<file path="src/common/rtwo_pkg.sv">
// Purpose: constants, types and register map of the reload timer block
// Assumes: 32-bit AXI4-Lite, register byte address is four times the index
// Notes: prescaler and timer are both 8 bits wide
//
// Behaviour
// - count source is clock, clock/2, clock/8 or companion timer underflow.
// - periodic mode decrements, reloads primary on underflow, keeps counting.
// - periodic underflow rate is source over (prescaler+1)(primary+1).
// - start bit 1 starts; start bit 0 or forced stop 1 stops.
// - periodic mode raises the interrupt on every timer underflow.
// - periodic writes: stopped loads both; running follows the write control bit.
// - counters take new values only on source ticks or prescaler underflow.
// - waveform mode toggles output each underflow, alternates primary and secondary.
// - waveform periods are (prescaler+1)(primary+1) and (prescaler+1)(secondary+1).
// - waveform interrupt comes with the output change ending the secondary.
// - waveform running writes reach reload only; apply after primary write.
// - output switch accepted at start or interrupt, shown from next primary.
// - one-shot gives one pulse of (prescaler+1)(primary+1) source cycles.
// - one-shot underflow reloads, ends pulse, clears running flag; stop reloads.
// - one-shot pulse starts on trigger only while the start bit is 1.
// - one-shot stops on underflow, one-shot stop, start cleared, forced stop.
// - one-shot interrupt comes with the end of the output pulse.
// - trigger enable bit lets external trigger pin edges start one-shots.
// - one-shot running writes reach reload only, used for the next pulse.
// - forced stop sets reload values to all ones, clears start and flags.
// - two-bit mode field: periodic, waveform, one-shot, wait one-shot.
// - triggers while the one-shot running flag is set are ignored.
// - trigger polarity 0 selects falling edge, 1 selects rising edge.

package rtwo_pkg;

	// ======================================================
	// register indices (byte address is index times four)
	localparam logic [9:0] IDX_COUNT_CTRL = 10'h108;
	localparam logic [9:0] IDX_ONESHOT = 10'h109;
	localparam logic [9:0] IDX_OUTPUT_IO = 10'h10a;
	localparam logic [9:0] IDX_MODE = 10'h10b;
	localparam logic [9:0] IDX_PRESCALER = 10'h10c;
	localparam logic [9:0] IDX_SECONDARY = 10'h10d;
	localparam logic [9:0] IDX_PRIMARY = 10'h10e;

	// ======================================================
	// field positions
	localparam int BIT_START = 0;
	localparam int BIT_STATUS = 1;
	localparam int BIT_FSTOP = 2;
	localparam int BIT_OS_START = 0;
	localparam int BIT_OS_STOP = 1;
	localparam int BIT_OS_RUN = 2;
	localparam int BIT_MODE_LO = 0;
	localparam int BIT_WRITE_CONTROL_BIT = 3;
	localparam int BIT_CKS_LO = 4;
	localparam int BIT_CUTOFF = 7;

	// ======================================================
	// reset values and clock/8 divider last count
	localparam logic [7:0] RST_COUNT = 8'hff;
	localparam logic [7:0] RST_CTRL = 8'h00;
	localparam logic [2:0] DIV8_LAST = 3'h7;

	// ======================================================
	// bus answers
	localparam logic [1:0] RESP_OKAY = 2'h0;
	localparam logic [1:0] RESP_SLVERR = 2'h2;

	// ======================================================
	// types
	typedef enum logic [1:0] {
		MODE_PERIODIC = 2'b00,
		MODE_WAVEFORM = 2'b01,
		MODE_ONESHOT = 2'b10,
		MODE_WAIT_ONESHOT = 2'b11
	} rtwo_mode_e;

	typedef enum logic [1:0] {
		SRC_DIV1 = 2'b00,
		SRC_DIV8 = 2'b01,
		SRC_COMPANION = 2'b10,
		SRC_DIV2 = 2'b11
	} rtwo_src_e;

	typedef struct packed {
		logic cutoff;
		rtwo_src_e src;
		logic write_control_bit;
		rtwo_mode_e mode;
	} rtwo_mode_s;

	typedef struct packed {
		logic polarity;
		logic trig_en;
		logic out_switch;
		logic out_level;
	} rtwo_io_s;

endpackage

</file>
<file path="src/hdl/rtwo_timer.sv">
// Purpose: 8-bit prescaler plus 8-bit reload timer with three modes
// Assumes: synchronous inputs, AXI4-Lite register access, single clock
// Notes: wait one-shot mode runs like the plain one-shot mode
`timescale 1ns/10ps
`default_nettype none

module rtwo_timer (
	input wire logic aclk,
	input wire logic aresetn,
	input wire logic ce,
	input wire logic [11:0] s_axi_awaddr,
	input wire logic s_axi_awvalid,
	output logic s_axi_awready,
	input wire logic [31:0] s_axi_wdata,
	input wire logic [3:0] s_axi_wstrb,
	input wire logic s_axi_wvalid,
	output logic s_axi_wready,
	output logic [1:0] s_axi_bresp,
	output logic s_axi_bvalid,
	input wire logic s_axi_bready,
	input wire logic [11:0] s_axi_araddr,
	input wire logic s_axi_arvalid,
	output logic s_axi_arready,
	output logic [31:0] s_axi_rdata,
	output logic [1:0] s_axi_rresp,
	output logic s_axi_rvalid,
	input wire logic s_axi_rready,
	input wire logic companion_underflow,
	input wire logic external_trigger_pin,
	input wire logic port_latch,
	output logic pulse_output_pin,
	output logic timer_irq
);

	// ======================================================
	// state
	rtwo_pkg::rtwo_mode_s mode_reg;
	rtwo_pkg::rtwo_io_s output_io_control_reg;
	logic count_start_bit;
	logic oneshot_running_flag;
	logic [7:0] prescaler_reg;
	logic [7:0] primary_reg;
	logic [7:0] secondary_reg;
	logic [7:0] sec_active_reg;
	logic [7:0] pre_cnt_reg;
	logic [7:0] tim_cnt_reg;
	logic pre_pend_reg;
	logic tim_pend_reg;
	logic phase_reg;
	logic out_switch_act_reg;
	logic counting_d_reg;
	logic trig_prev_reg;
	logic [2:0] div_reg;
	logic aw_have_reg;
	logic w_have_reg;
	logic [9:0] aw_idx_reg;
	logic [7:0] w_data_reg;
	logic w_lane_reg;

	// ======================================================
	// bus write decode
	logic wr_go;
	logic wr_ctrl, wr_os, wr_io, wr_mode, wr_pre, wr_sec, wr_pri;
	logic wr_map;
	logic fstop, start_clr, os_stop, os_trig, ext_edge;
	logic counting, tick, pre_zero, tim_uf, os_mode, wave_mode;
	logic start_rise;
	logic irq_next, out_next;
	logic [7:0] sec_next;

	assign wr_go = aw_have_reg & w_have_reg & ~s_axi_bvalid;
	assign wr_ctrl = wr_go & w_lane_reg & aw_idx_reg == rtwo_pkg::IDX_COUNT_CTRL;
	assign wr_os = wr_go & w_lane_reg & aw_idx_reg == rtwo_pkg::IDX_ONESHOT;
	assign wr_io = wr_go & w_lane_reg & aw_idx_reg == rtwo_pkg::IDX_OUTPUT_IO;
	assign wr_mode = wr_go & w_lane_reg & aw_idx_reg == rtwo_pkg::IDX_MODE;
	assign wr_pre = wr_go & w_lane_reg & aw_idx_reg == rtwo_pkg::IDX_PRESCALER;
	assign wr_sec = wr_go & w_lane_reg & aw_idx_reg == rtwo_pkg::IDX_SECONDARY;
	assign wr_pri = wr_go & w_lane_reg & aw_idx_reg == rtwo_pkg::IDX_PRIMARY;
	assign wr_map = aw_idx_reg >= rtwo_pkg::IDX_COUNT_CTRL &&
		aw_idx_reg <= rtwo_pkg::IDX_PRIMARY;

	// ======================================================
	// control events
	assign fstop = wr_ctrl & w_data_reg[rtwo_pkg::BIT_FSTOP];
	assign start_clr = wr_ctrl & ~w_data_reg[rtwo_pkg::BIT_START];
	assign os_mode = mode_reg.mode[1];
	assign wave_mode = mode_reg.mode == rtwo_pkg::MODE_WAVEFORM;
	// counting runs on the start bit, or on an accepted trigger
	assign counting = os_mode ? oneshot_running_flag : count_start_bit;
	assign start_rise = counting & ~counting_d_reg;

	// trigger pin edge, polarity chosen by software
	assign ext_edge = output_io_control_reg.polarity ?
		(external_trigger_pin & ~trig_prev_reg) :
		(~external_trigger_pin & trig_prev_reg);
	assign os_trig = os_mode & count_start_bit & ~oneshot_running_flag &
		((wr_os & w_data_reg[rtwo_pkg::BIT_OS_START]) |
		(output_io_control_reg.trig_en & ext_edge));

	// ======================================================
	// count source selection
	always_comb begin
		unique case (mode_reg.src)
			rtwo_pkg::SRC_DIV1: tick = 1'b1;
			rtwo_pkg::SRC_DIV2: tick = div_reg[0];
			rtwo_pkg::SRC_DIV8: tick = div_reg == rtwo_pkg::DIV8_LAST;
			rtwo_pkg::SRC_COMPANION: tick = companion_underflow;
		endcase
		// cutting the source or stopping freezes both counters
		tick = tick & ~mode_reg.cutoff & counting & ~start_rise;
	end

	assign pre_zero = tick & ~pre_pend_reg & pre_cnt_reg == 8'h00;
	assign tim_uf = pre_zero & ~tim_pend_reg & tim_cnt_reg == 8'h00;

	// one-shot ends on underflow or any stop request
	assign os_stop = os_mode & (fstop | start_clr |
		(wr_os & w_data_reg[rtwo_pkg::BIT_OS_STOP]) | tim_uf);

	// ======================================================
	// free-running divider for clock/2 and clock/8
	always_ff @(posedge aclk) begin
		if (!aresetn) begin
			div_reg <= 3'h0;
		end else if (ce) begin
			div_reg <= div_reg + 3'h1;
		end
	end

	// ======================================================
	// control register, start bit and mode settings
	always_ff @(posedge aclk) begin
		if (!aresetn) begin
			count_start_bit <= 1'b0;
			mode_reg <= rtwo_pkg::rtwo_mode_s'(rtwo_pkg::RST_CTRL);
			output_io_control_reg <= rtwo_pkg::rtwo_io_s'(4'h0);
		end else if (ce) begin
			if (fstop) begin
				count_start_bit <= 1'b0;
			end else if (wr_ctrl) begin
				count_start_bit <= w_data_reg[rtwo_pkg::BIT_START];
			end
			if (wr_mode) begin
				mode_reg.cutoff <= w_data_reg[rtwo_pkg::BIT_CUTOFF];
				mode_reg.src <= rtwo_pkg::rtwo_src_e'(
					w_data_reg[rtwo_pkg::BIT_CKS_LO +: 2]);
				mode_reg.write_control_bit <= w_data_reg[rtwo_pkg::BIT_WRITE_CONTROL_BIT];
				mode_reg.mode <= rtwo_pkg::rtwo_mode_e'(
					w_data_reg[rtwo_pkg::BIT_MODE_LO +: 2]);
			end
			if (wr_io) begin
				output_io_control_reg <= rtwo_pkg::rtwo_io_s'(w_data_reg[3:0]);
			end
		end
	end

	// ======================================================
	// one-shot running flag
	always_ff @(posedge aclk) begin
		if (!aresetn) begin
			oneshot_running_flag <= 1'b0;
			trig_prev_reg <= 1'b0;
			counting_d_reg <= 1'b0;
		end else if (ce) begin
			trig_prev_reg <= external_trigger_pin;
			counting_d_reg <= counting & ~fstop;
			if (fstop || !os_mode) begin
				oneshot_running_flag <= 1'b0;
			end else if (os_stop) begin
				oneshot_running_flag <= 1'b0;
			end else if (os_trig) begin
				oneshot_running_flag <= 1'b1;
			end
		end
	end

	// ======================================================
	// reload registers; secondary shadow applies after a primary write
	always_comb begin
		sec_next = sec_active_reg;
		if (wr_pri && wave_mode) begin
			sec_next = secondary_reg;
		end else if (wr_sec && !counting) begin
			sec_next = w_data_reg;
		end
	end

	always_ff @(posedge aclk) begin
		if (!aresetn) begin
			prescaler_reg <= rtwo_pkg::RST_COUNT;
			primary_reg <= rtwo_pkg::RST_COUNT;
			secondary_reg <= rtwo_pkg::RST_COUNT;
			sec_active_reg <= rtwo_pkg::RST_COUNT;
		end else if (ce) begin
			if (fstop) begin
				prescaler_reg <= rtwo_pkg::RST_COUNT;
				primary_reg <= rtwo_pkg::RST_COUNT;
				secondary_reg <= rtwo_pkg::RST_COUNT;
				sec_active_reg <= rtwo_pkg::RST_COUNT;
			end else begin
				if (wr_pre) prescaler_reg <= w_data_reg;
				if (wr_pri) primary_reg <= w_data_reg;
				if (wr_sec) secondary_reg <= w_data_reg;
				sec_active_reg <= sec_next;
			end
		end
	end

	// ======================================================
	// deferred counter loads for running periodic writes
	always_ff @(posedge aclk) begin
		if (!aresetn) begin
			pre_pend_reg <= 1'b0;
			tim_pend_reg <= 1'b0;
		end else if (ce) begin
			if (fstop || !counting) begin
				pre_pend_reg <= 1'b0;
				tim_pend_reg <= 1'b0;
			end else begin
				// a pending prescaler load is taken on the source tick, a timer load on prescaler underflow, never at once
				if (wr_pre && !mode_reg.write_control_bit && !os_mode && !wave_mode) begin
					pre_pend_reg <= 1'b1;
				end else if (tick) begin
					pre_pend_reg <= 1'b0;
				end
				if (wr_pri && !mode_reg.write_control_bit && !os_mode && !wave_mode) begin
					tim_pend_reg <= 1'b1;
				end else if (tick && !pre_pend_reg && pre_cnt_reg == 8'h00) begin
					tim_pend_reg <= 1'b0;
				end
			end
		end
	end

	// ======================================================
	// prescaler and timer counters
	always_ff @(posedge aclk) begin
		if (!aresetn) begin
			pre_cnt_reg <= rtwo_pkg::RST_COUNT;
			tim_cnt_reg <= rtwo_pkg::RST_COUNT;
		end else if (ce) begin
			if (fstop) begin
				pre_cnt_reg <= rtwo_pkg::RST_COUNT;
				tim_cnt_reg <= rtwo_pkg::RST_COUNT;
			end else if (os_stop && oneshot_running_flag) begin
				// reload before halting so the next pulse starts clean
				pre_cnt_reg <= prescaler_reg;
				tim_cnt_reg <= primary_reg;
			end else if (start_rise && wave_mode) begin
				pre_cnt_reg <= prescaler_reg;
				tim_cnt_reg <= primary_reg;
			end else if (!counting) begin
				if (wr_pre) pre_cnt_reg <= w_data_reg;
				if (wr_pri) tim_cnt_reg <= w_data_reg;
				if (wr_sec && wave_mode) tim_cnt_reg <= primary_reg;
			end else if (tick) begin
				if (pre_pend_reg || pre_cnt_reg == 8'h00) begin
					pre_cnt_reg <= prescaler_reg;
				end else begin
					pre_cnt_reg <= pre_cnt_reg - 8'h01;
				end
				if (pre_zero) begin
					if (tim_pend_reg) begin
						tim_cnt_reg <= primary_reg;
					end else if (tim_cnt_reg != 8'h00) begin
						tim_cnt_reg <= tim_cnt_reg - 8'h01;
					end else if (wave_mode && !phase_reg) begin
						tim_cnt_reg <= sec_active_reg;
					end else begin
						tim_cnt_reg <= primary_reg;
					end
				end
			end
		end
	end

	// ======================================================
	// waveform phase and output switch acceptance
	always_ff @(posedge aclk) begin
		if (!aresetn) begin
			phase_reg <= 1'b0;
			out_switch_act_reg <= 1'b0;
		end else if (ce) begin
			if (!counting || fstop) begin
				phase_reg <= 1'b0;
			end else if (tim_uf && wave_mode) begin
				phase_reg <= ~phase_reg;
			end
			// taking it only at a period boundary avoids a runt pulse
			if (start_rise || (tim_uf && wave_mode && phase_reg)) begin
				out_switch_act_reg <= output_io_control_reg.out_switch;
			end
		end
	end

	// ======================================================
	// interrupt pulse and output pin
	always_comb begin
		irq_next = 1'b0;
		out_next = port_latch;
		unique case (mode_reg.mode)
			rtwo_pkg::MODE_PERIODIC: begin
				irq_next = tim_uf;
			end
			rtwo_pkg::MODE_WAVEFORM: begin
				irq_next = tim_uf & phase_reg;
				if (!out_switch_act_reg) begin
					if (!counting || fstop) begin
						out_next = output_io_control_reg.out_level;
					end else begin
						// level flips on the same edge as the interrupt
						out_next = output_io_control_reg.out_level ^
							~(phase_reg ^ tim_uf);
					end
				end
			end
			rtwo_pkg::MODE_ONESHOT, rtwo_pkg::MODE_WAIT_ONESHOT: begin
				irq_next = tim_uf;
				out_next = output_io_control_reg.out_level ^
					(oneshot_running_flag & ~os_stop);
			end
		endcase
	end

	always_ff @(posedge aclk) begin
		if (!aresetn) begin
			timer_irq <= 1'b0;
			pulse_output_pin <= 1'b0;
		end else if (ce) begin
			timer_irq <= irq_next;
			pulse_output_pin <= out_next;
		end else begin
			timer_irq <= 1'b0;
		end
	end

	// ======================================================
	// AXI4-Lite write channels, taken in either order
	always_ff @(posedge aclk) begin
		if (!aresetn) begin
			aw_have_reg <= 1'b0;
			w_have_reg <= 1'b0;
			aw_idx_reg <= 10'h000;
			w_data_reg <= 8'h00;
			w_lane_reg <= 1'b0;
			s_axi_awready <= 1'b0;
			s_axi_wready <= 1'b0;
			s_axi_bvalid <= 1'b0;
			s_axi_bresp <= rtwo_pkg::RESP_OKAY;
		end else if (ce) begin
			s_axi_awready <= ~aw_have_reg & ~(s_axi_awvalid & s_axi_awready);
			s_axi_wready <= ~w_have_reg & ~(s_axi_wvalid & s_axi_wready);
			if (s_axi_awvalid && s_axi_awready) begin
				aw_have_reg <= 1'b1;
				aw_idx_reg <= s_axi_awaddr[11:2];
			end
			if (s_axi_wvalid && s_axi_wready) begin
				w_have_reg <= 1'b1;
				w_data_reg <= s_axi_wdata[7:0];
				w_lane_reg <= s_axi_wstrb[0];
			end
			if (wr_go) begin
				s_axi_bvalid <= 1'b1;
				s_axi_bresp <= wr_map ? rtwo_pkg::RESP_OKAY :
					rtwo_pkg::RESP_SLVERR;
			end else if (s_axi_bvalid && s_axi_bready) begin
				// free both channels only once the answer is taken
				s_axi_bvalid <= 1'b0;
				aw_have_reg <= 1'b0;
				w_have_reg <= 1'b0;
			end
		end
	end

	// ======================================================
	// read data: counters read back, secondary is write-only
	logic [7:0] rd_byte;
	logic rd_map;
	logic [9:0] rd_idx;

	assign rd_idx = s_axi_araddr[11:2];

	always_comb begin
		rd_byte = 8'h00;
		rd_map = 1'b1;
		case (rd_idx)
			rtwo_pkg::IDX_COUNT_CTRL: begin
				rd_byte[rtwo_pkg::BIT_START] = count_start_bit;
				rd_byte[rtwo_pkg::BIT_STATUS] = counting;
			end
			rtwo_pkg::IDX_ONESHOT:
				rd_byte[rtwo_pkg::BIT_OS_RUN] = oneshot_running_flag;
			rtwo_pkg::IDX_OUTPUT_IO: rd_byte[3:0] = output_io_control_reg;
			rtwo_pkg::IDX_MODE: begin
				rd_byte[rtwo_pkg::BIT_CUTOFF] = mode_reg.cutoff;
				rd_byte[rtwo_pkg::BIT_CKS_LO +: 2] = mode_reg.src;
				rd_byte[rtwo_pkg::BIT_WRITE_CONTROL_BIT] = mode_reg.write_control_bit;
				rd_byte[rtwo_pkg::BIT_MODE_LO +: 2] = mode_reg.mode;
			end
			rtwo_pkg::IDX_PRESCALER: rd_byte = pre_cnt_reg;
			rtwo_pkg::IDX_SECONDARY: rd_byte = 8'h00;
			rtwo_pkg::IDX_PRIMARY: rd_byte = tim_cnt_reg;
			default: rd_map = 1'b0;
		endcase
	end

	always_ff @(posedge aclk) begin
		if (!aresetn) begin
			s_axi_arready <= 1'b0;
			s_axi_rvalid <= 1'b0;
			s_axi_rdata <= 32'h0000_0000;
			s_axi_rresp <= rtwo_pkg::RESP_OKAY;
		end else if (ce) begin
			s_axi_arready <= ~s_axi_rvalid & ~(s_axi_arvalid & s_axi_arready);
			if (s_axi_arvalid && s_axi_arready) begin
				s_axi_rvalid <= 1'b1;
				s_axi_rdata <= {24'h00_0000, rd_byte};
				s_axi_rresp <= rd_map ? rtwo_pkg::RESP_OKAY :
					rtwo_pkg::RESP_SLVERR;
			end else if (s_axi_rvalid && s_axi_rready) begin
				s_axi_rvalid <= 1'b0;
			end
		end
	end

endmodule // rtwo_timer

`default_nettype wire

</file>
<file path="config.mk">
export PLATFORM = sky130hd
export DESIGN_NAME = rtwo_timer
export DESIGN_NICKNAME = d
export VERILOG_FILES = /design/src/common/rtwo_pkg.sv /design/src/hdl/rtwo_timer.sv
export SDC_FILE = /design/constraint.sdc
export NUM_CORES = 1
export LEC_CHECK = 0
export BUFFER_PORTS_ARGS = -buffer_cell sky130_fd_sc_hd__buf_2
export CORE_ASPECT_RATIO = 0.75
export CORE_MARGIN = 3
export CORE_UTILIZATION = 55
export CTS_CLUSTER_DIAMETER = 40
export DETAILED_ROUTE_END_ITERATION = 6
export MAX_ROUTING_LAYER = met4
export PLACE_DENSITY_LB_ADDON = 0.2
export REMOVE_ABC_BUFFERS = 1
export SKIP_LAST_GASP = 1
export SLEW_MARGIN = 5
export SYNTH_ARGS = -nofsm -noshare
export SYNTH_HDL_FRONTEND = slang
export SYNTH_SLANG_ARGS = --single-unit
</file>
<file path="constraint.sdc">
create_clock -name aclk -period 5.3 [get_ports aclk]
set_input_delay 0.53 -clock aclk [delete_from_list [all_inputs] [get_ports aclk]]
set_output_delay 0.53 -clock aclk [all_outputs]
set_load 0.01 [all_outputs]
</file>
==> impl_metrics.env <==
export IMPL_rsz0062_at_grt="no"
export IMPL_slew_headroom=0.257
export IMPL_hp_start="s_axi_awaddr[5]"
export IMPL_crit_chain="ha_1 > ha_1 > mux2i_1 > a2111oi_0 > nand3_1 > o41ai_4 > nor2_1 > nor3_2 > a2bb2oi_1"
export IMPL_hold_path_class="in2reg"
export IMPL_yosysSeqAreaShare=0.367
export IMPL_hpwl_um=10900
export IMPL_insertion_delay_ns=0.35
export IMPL_final_util=0.630
export IMPL_slew_violations=0
export IMPL_hold_depth=3
export IMPL_run_status="finished, final reports clean"
export IMPL_maxCapViolCount=0
export IMPL_drtAntennaViolNets=0
export IMPL_postCtsHoldBufs=0
export IMPL_portBuffers=56
export IMPL_clockBufferDepth=2
export IMPL_synth_distinct_cells=67
export IMPL_numCtsBuffers=9
export IMPL_ios=114
export IMPL_wirelength_um=15200
export IMPL_reg2regPathDepth=9
export IMPL_htree_levels=3
export IMPL_r2r_start="div_reg[0]"
export IMPL_synthTopCellsByArea="dfxtp_1, mux2i_1, nand2_1"
export IMPL_critPathKind="reg2reg"
export IMPL_rows=31
export IMPL_worst_pin_slew_ns=1.11
export IMPL_fin_crit_sh=0.714
export IMPL_core_um2=10000
export IMPL_routedWlPerCell_um=17.6
export IMPL_via_count=5193
export IMPL_post_cts_resized=0
export IMPL_drt_iter0_drc=427
export IMPL_cts_root_buf="clkbuf_16"
export IMPL_ir_worst_vdd_mv=0.178
export IMPL_cp_slowest_cell="o41ai_4"
export IMPL_reg2reg_slack_ns=1.51
export IMPL_drc=0
export IMPL_gr_usage_all_layers=0.266
export IMPL_start_util=0.583
export IMPL_cp_max_fo=16
export IMPL_post_cts_buffers=0
export IMPL_place_area_um2=6020
export IMPL_synth_area_per_cell_um2=8.37
export IMPL_die_x_um=125
export IMPL_grt_max_degree=94
export IMPL_netlist_area_um2=5840
export IMPL_fin_skew_ns=0.00708
export IMPL_first_pass_iters=5
export IMPL_numClockSinks=107
export IMPL_cts_tree="done"
export IMPL_syn_inst=697
export IMPL_fin_setup_tns_ns=0
export IMPL_cp_arrival_ns=4.00
export IMPL_yosysWarnings=0
export IMPL_synth_top_area_cell="dfxtp_1"
export IMPL_die_area_um2=11900
export IMPL_synthArstFlopShare=0
export IMPL_synth_seq_cells=107
export IMPL_drive_above_1_share=0.126
export IMPL_synthToLayoutAreaGrowth_pct=8.00
export IMPL_fp_dieH_um=95.2
export IMPL_ys_flop_type="dfxtp_1"
export IMPL_setup_viol=0
export IMPL_end_kind="flip-flop"
export IMPL_hold_viol=0
export IMPL_largest_register_ffs=10
export IMPL_gp_congestion=0.979
export IMPL_path_clk_slew_ns=0.07
export IMPL_grt_pass1_wl_um=24600
export IMPL_synth_edf_count=0
export IMPL_n_antenna_cell=0
export IMPL_min_period_ns=3.79
export IMPL_powerDensity_nw_per_um2=250
export IMPL_cp_required_ns=5.51
export IMPL_final_area_um2=6300
export IMPL_worstSetupStartpoint="div_reg[0]"
export IMPL_clock_fmax_mhz=264
export IMPL_r2r_end="pre_cnt_reg[7]"
export IMPL_grt_pass1_vias=4823
export IMPL_p_leak_nw=2.67
export IMPL_antenna_found_initial=0
export IMPL_synth_top_area_share=0.367
export IMPL_worst_path_largest_cell_delay_ns=0.96
export IMPL_vias_per_cell=6.02
export IMPL_globalRoute_totalOverflow=0
export IMPL_hold_end="aw_idx_reg[3]"
export IMPL_cp_common_cell="ha_1"
export IMPL_start_kind="flip-flop"
export IMPL_nets=801
## worst max path at each step
stage / cells past startpoint / to / slack [ns]
2_1_floorplan: 9 / tim_cnt_reg[7] / 2.32
3_3_place_gp: 9 / pre_cnt_reg[7] / 1.73
3_5_place_dp: 9 / pre_cnt_reg[3] / 1.64
4_1_cts: 9 / pre_cnt_reg[7] / 1.60
5_1_grt: 9 / pre_cnt_reg[2] / 1.23
6_report: 9 / pre_cnt_reg[7] / 1.51
## Yosys cell counts, types with 7 or more instances
library cell / instances
o21ai_0: 27
nor3_1: 14
a31oi_1: 11
nor2b_1: 26
buf_4: 27
clkbuf_1: 33
nand2_1: 105
dfxtp_1: 107
a21boi_0: 23
nor3b_1: 8
and3_1: 14
xor2_1: 8
mux2i_1: 51
nor2_1: 41
nand2b_1: 13
nand3_1: 19
o22a_1: 7
inv_1: 10
a21oi_1: 27
a2bb2oi_1: 13
o22ai_1: 14
## layout by cell type (no fill, tap or decap), drive strengths merged, types with 4 or more instances in the layout
master	n
clkbuf	13
o21ai	35
mux2i	51
and3	14
a2bb2oi	13
xnor2	4
conb	26
nand3b	4
a21boi	23
nor2	42
mux2	5
o22a	7
dfxtp	107
a21oi	27
nor3	17
ha	5
inv	10
a31oi	11
nor2b	26
nor4	5
buf	59
a221oi	4
nand2	105
o22ai	14
xor2	8
and2	4
nand3	19
nand2b	13
a22oi	5
nor3b	8
## where the power goes
group	total [W]	internal [W]	switching, W	leakage, nW
clock	0.000643	0.000346	0.000297	0.140
sequential	0.000830	0.000816	0.0000142	0.867
combinational	0.000101	0.0000409	0.0000599	1.66
## cell type report
type	count	area, um^2
fillers	889	3700
clock buffers	13	260
inverters	10	37.5
well taps	132	165
multi-input cells	538	3370
repair buffers	59	303
flip-flops and latches	107	2140
clock inverters	3	22.5
## critical path: cells and delay by family (launching register included)
| kind | cells | cell delay (ns) |
|---|---|---|
| compound gates | 3 | 1.85 |
| simple gates | 3 | 1.04 |
| flops | 1 | 0.38 |
| fa+ha+maj | 2 | 0.31 |
| mux | 1 | 0.06 |
## cells by family after synthesis
| logic type | share of synthesized area |
|---|---|
| buf+inv | 0.0712 |
| fa+ha+maj | 0.0107 |
| xor+xnor | 0.0180 |
| simple gates | 0.241 |
| flops | 0.367 |
| other cells | 0.000643 |
| compound gates | 0.194 |
| mux | 0.0971 |
## per-layer routing
| layer | global-route usage | wire length, um | vias to the layer above |
|---|---|---|---|
| met2 | 0.382 | 6460 | 206 |
| met1 | 0.370 | 7100 | 2452 |
| met5 | - | 0 | - |
| met4 | 0.103 | 380 | 0 |
| met3 | 0.0538 | 1230 | 28 |
| li1 | - | - | 2507 |
## metrics by stage
step	hold slack, ns	total power, W	std cells	setup WS (ns)
after global placement	0.451	0.000944	846	1.73
after global routing	0.429	0.00162	862	1.23
after CTS	0.420	0.00158	862	1.60
final	0.429	0.00157	862	1.51
after floorplan	0.437	0.000898	655	2.32
after detailed placement	0.456	0.000948	846	1.64
Note: power is estimated with default switching activity, not from simulation.
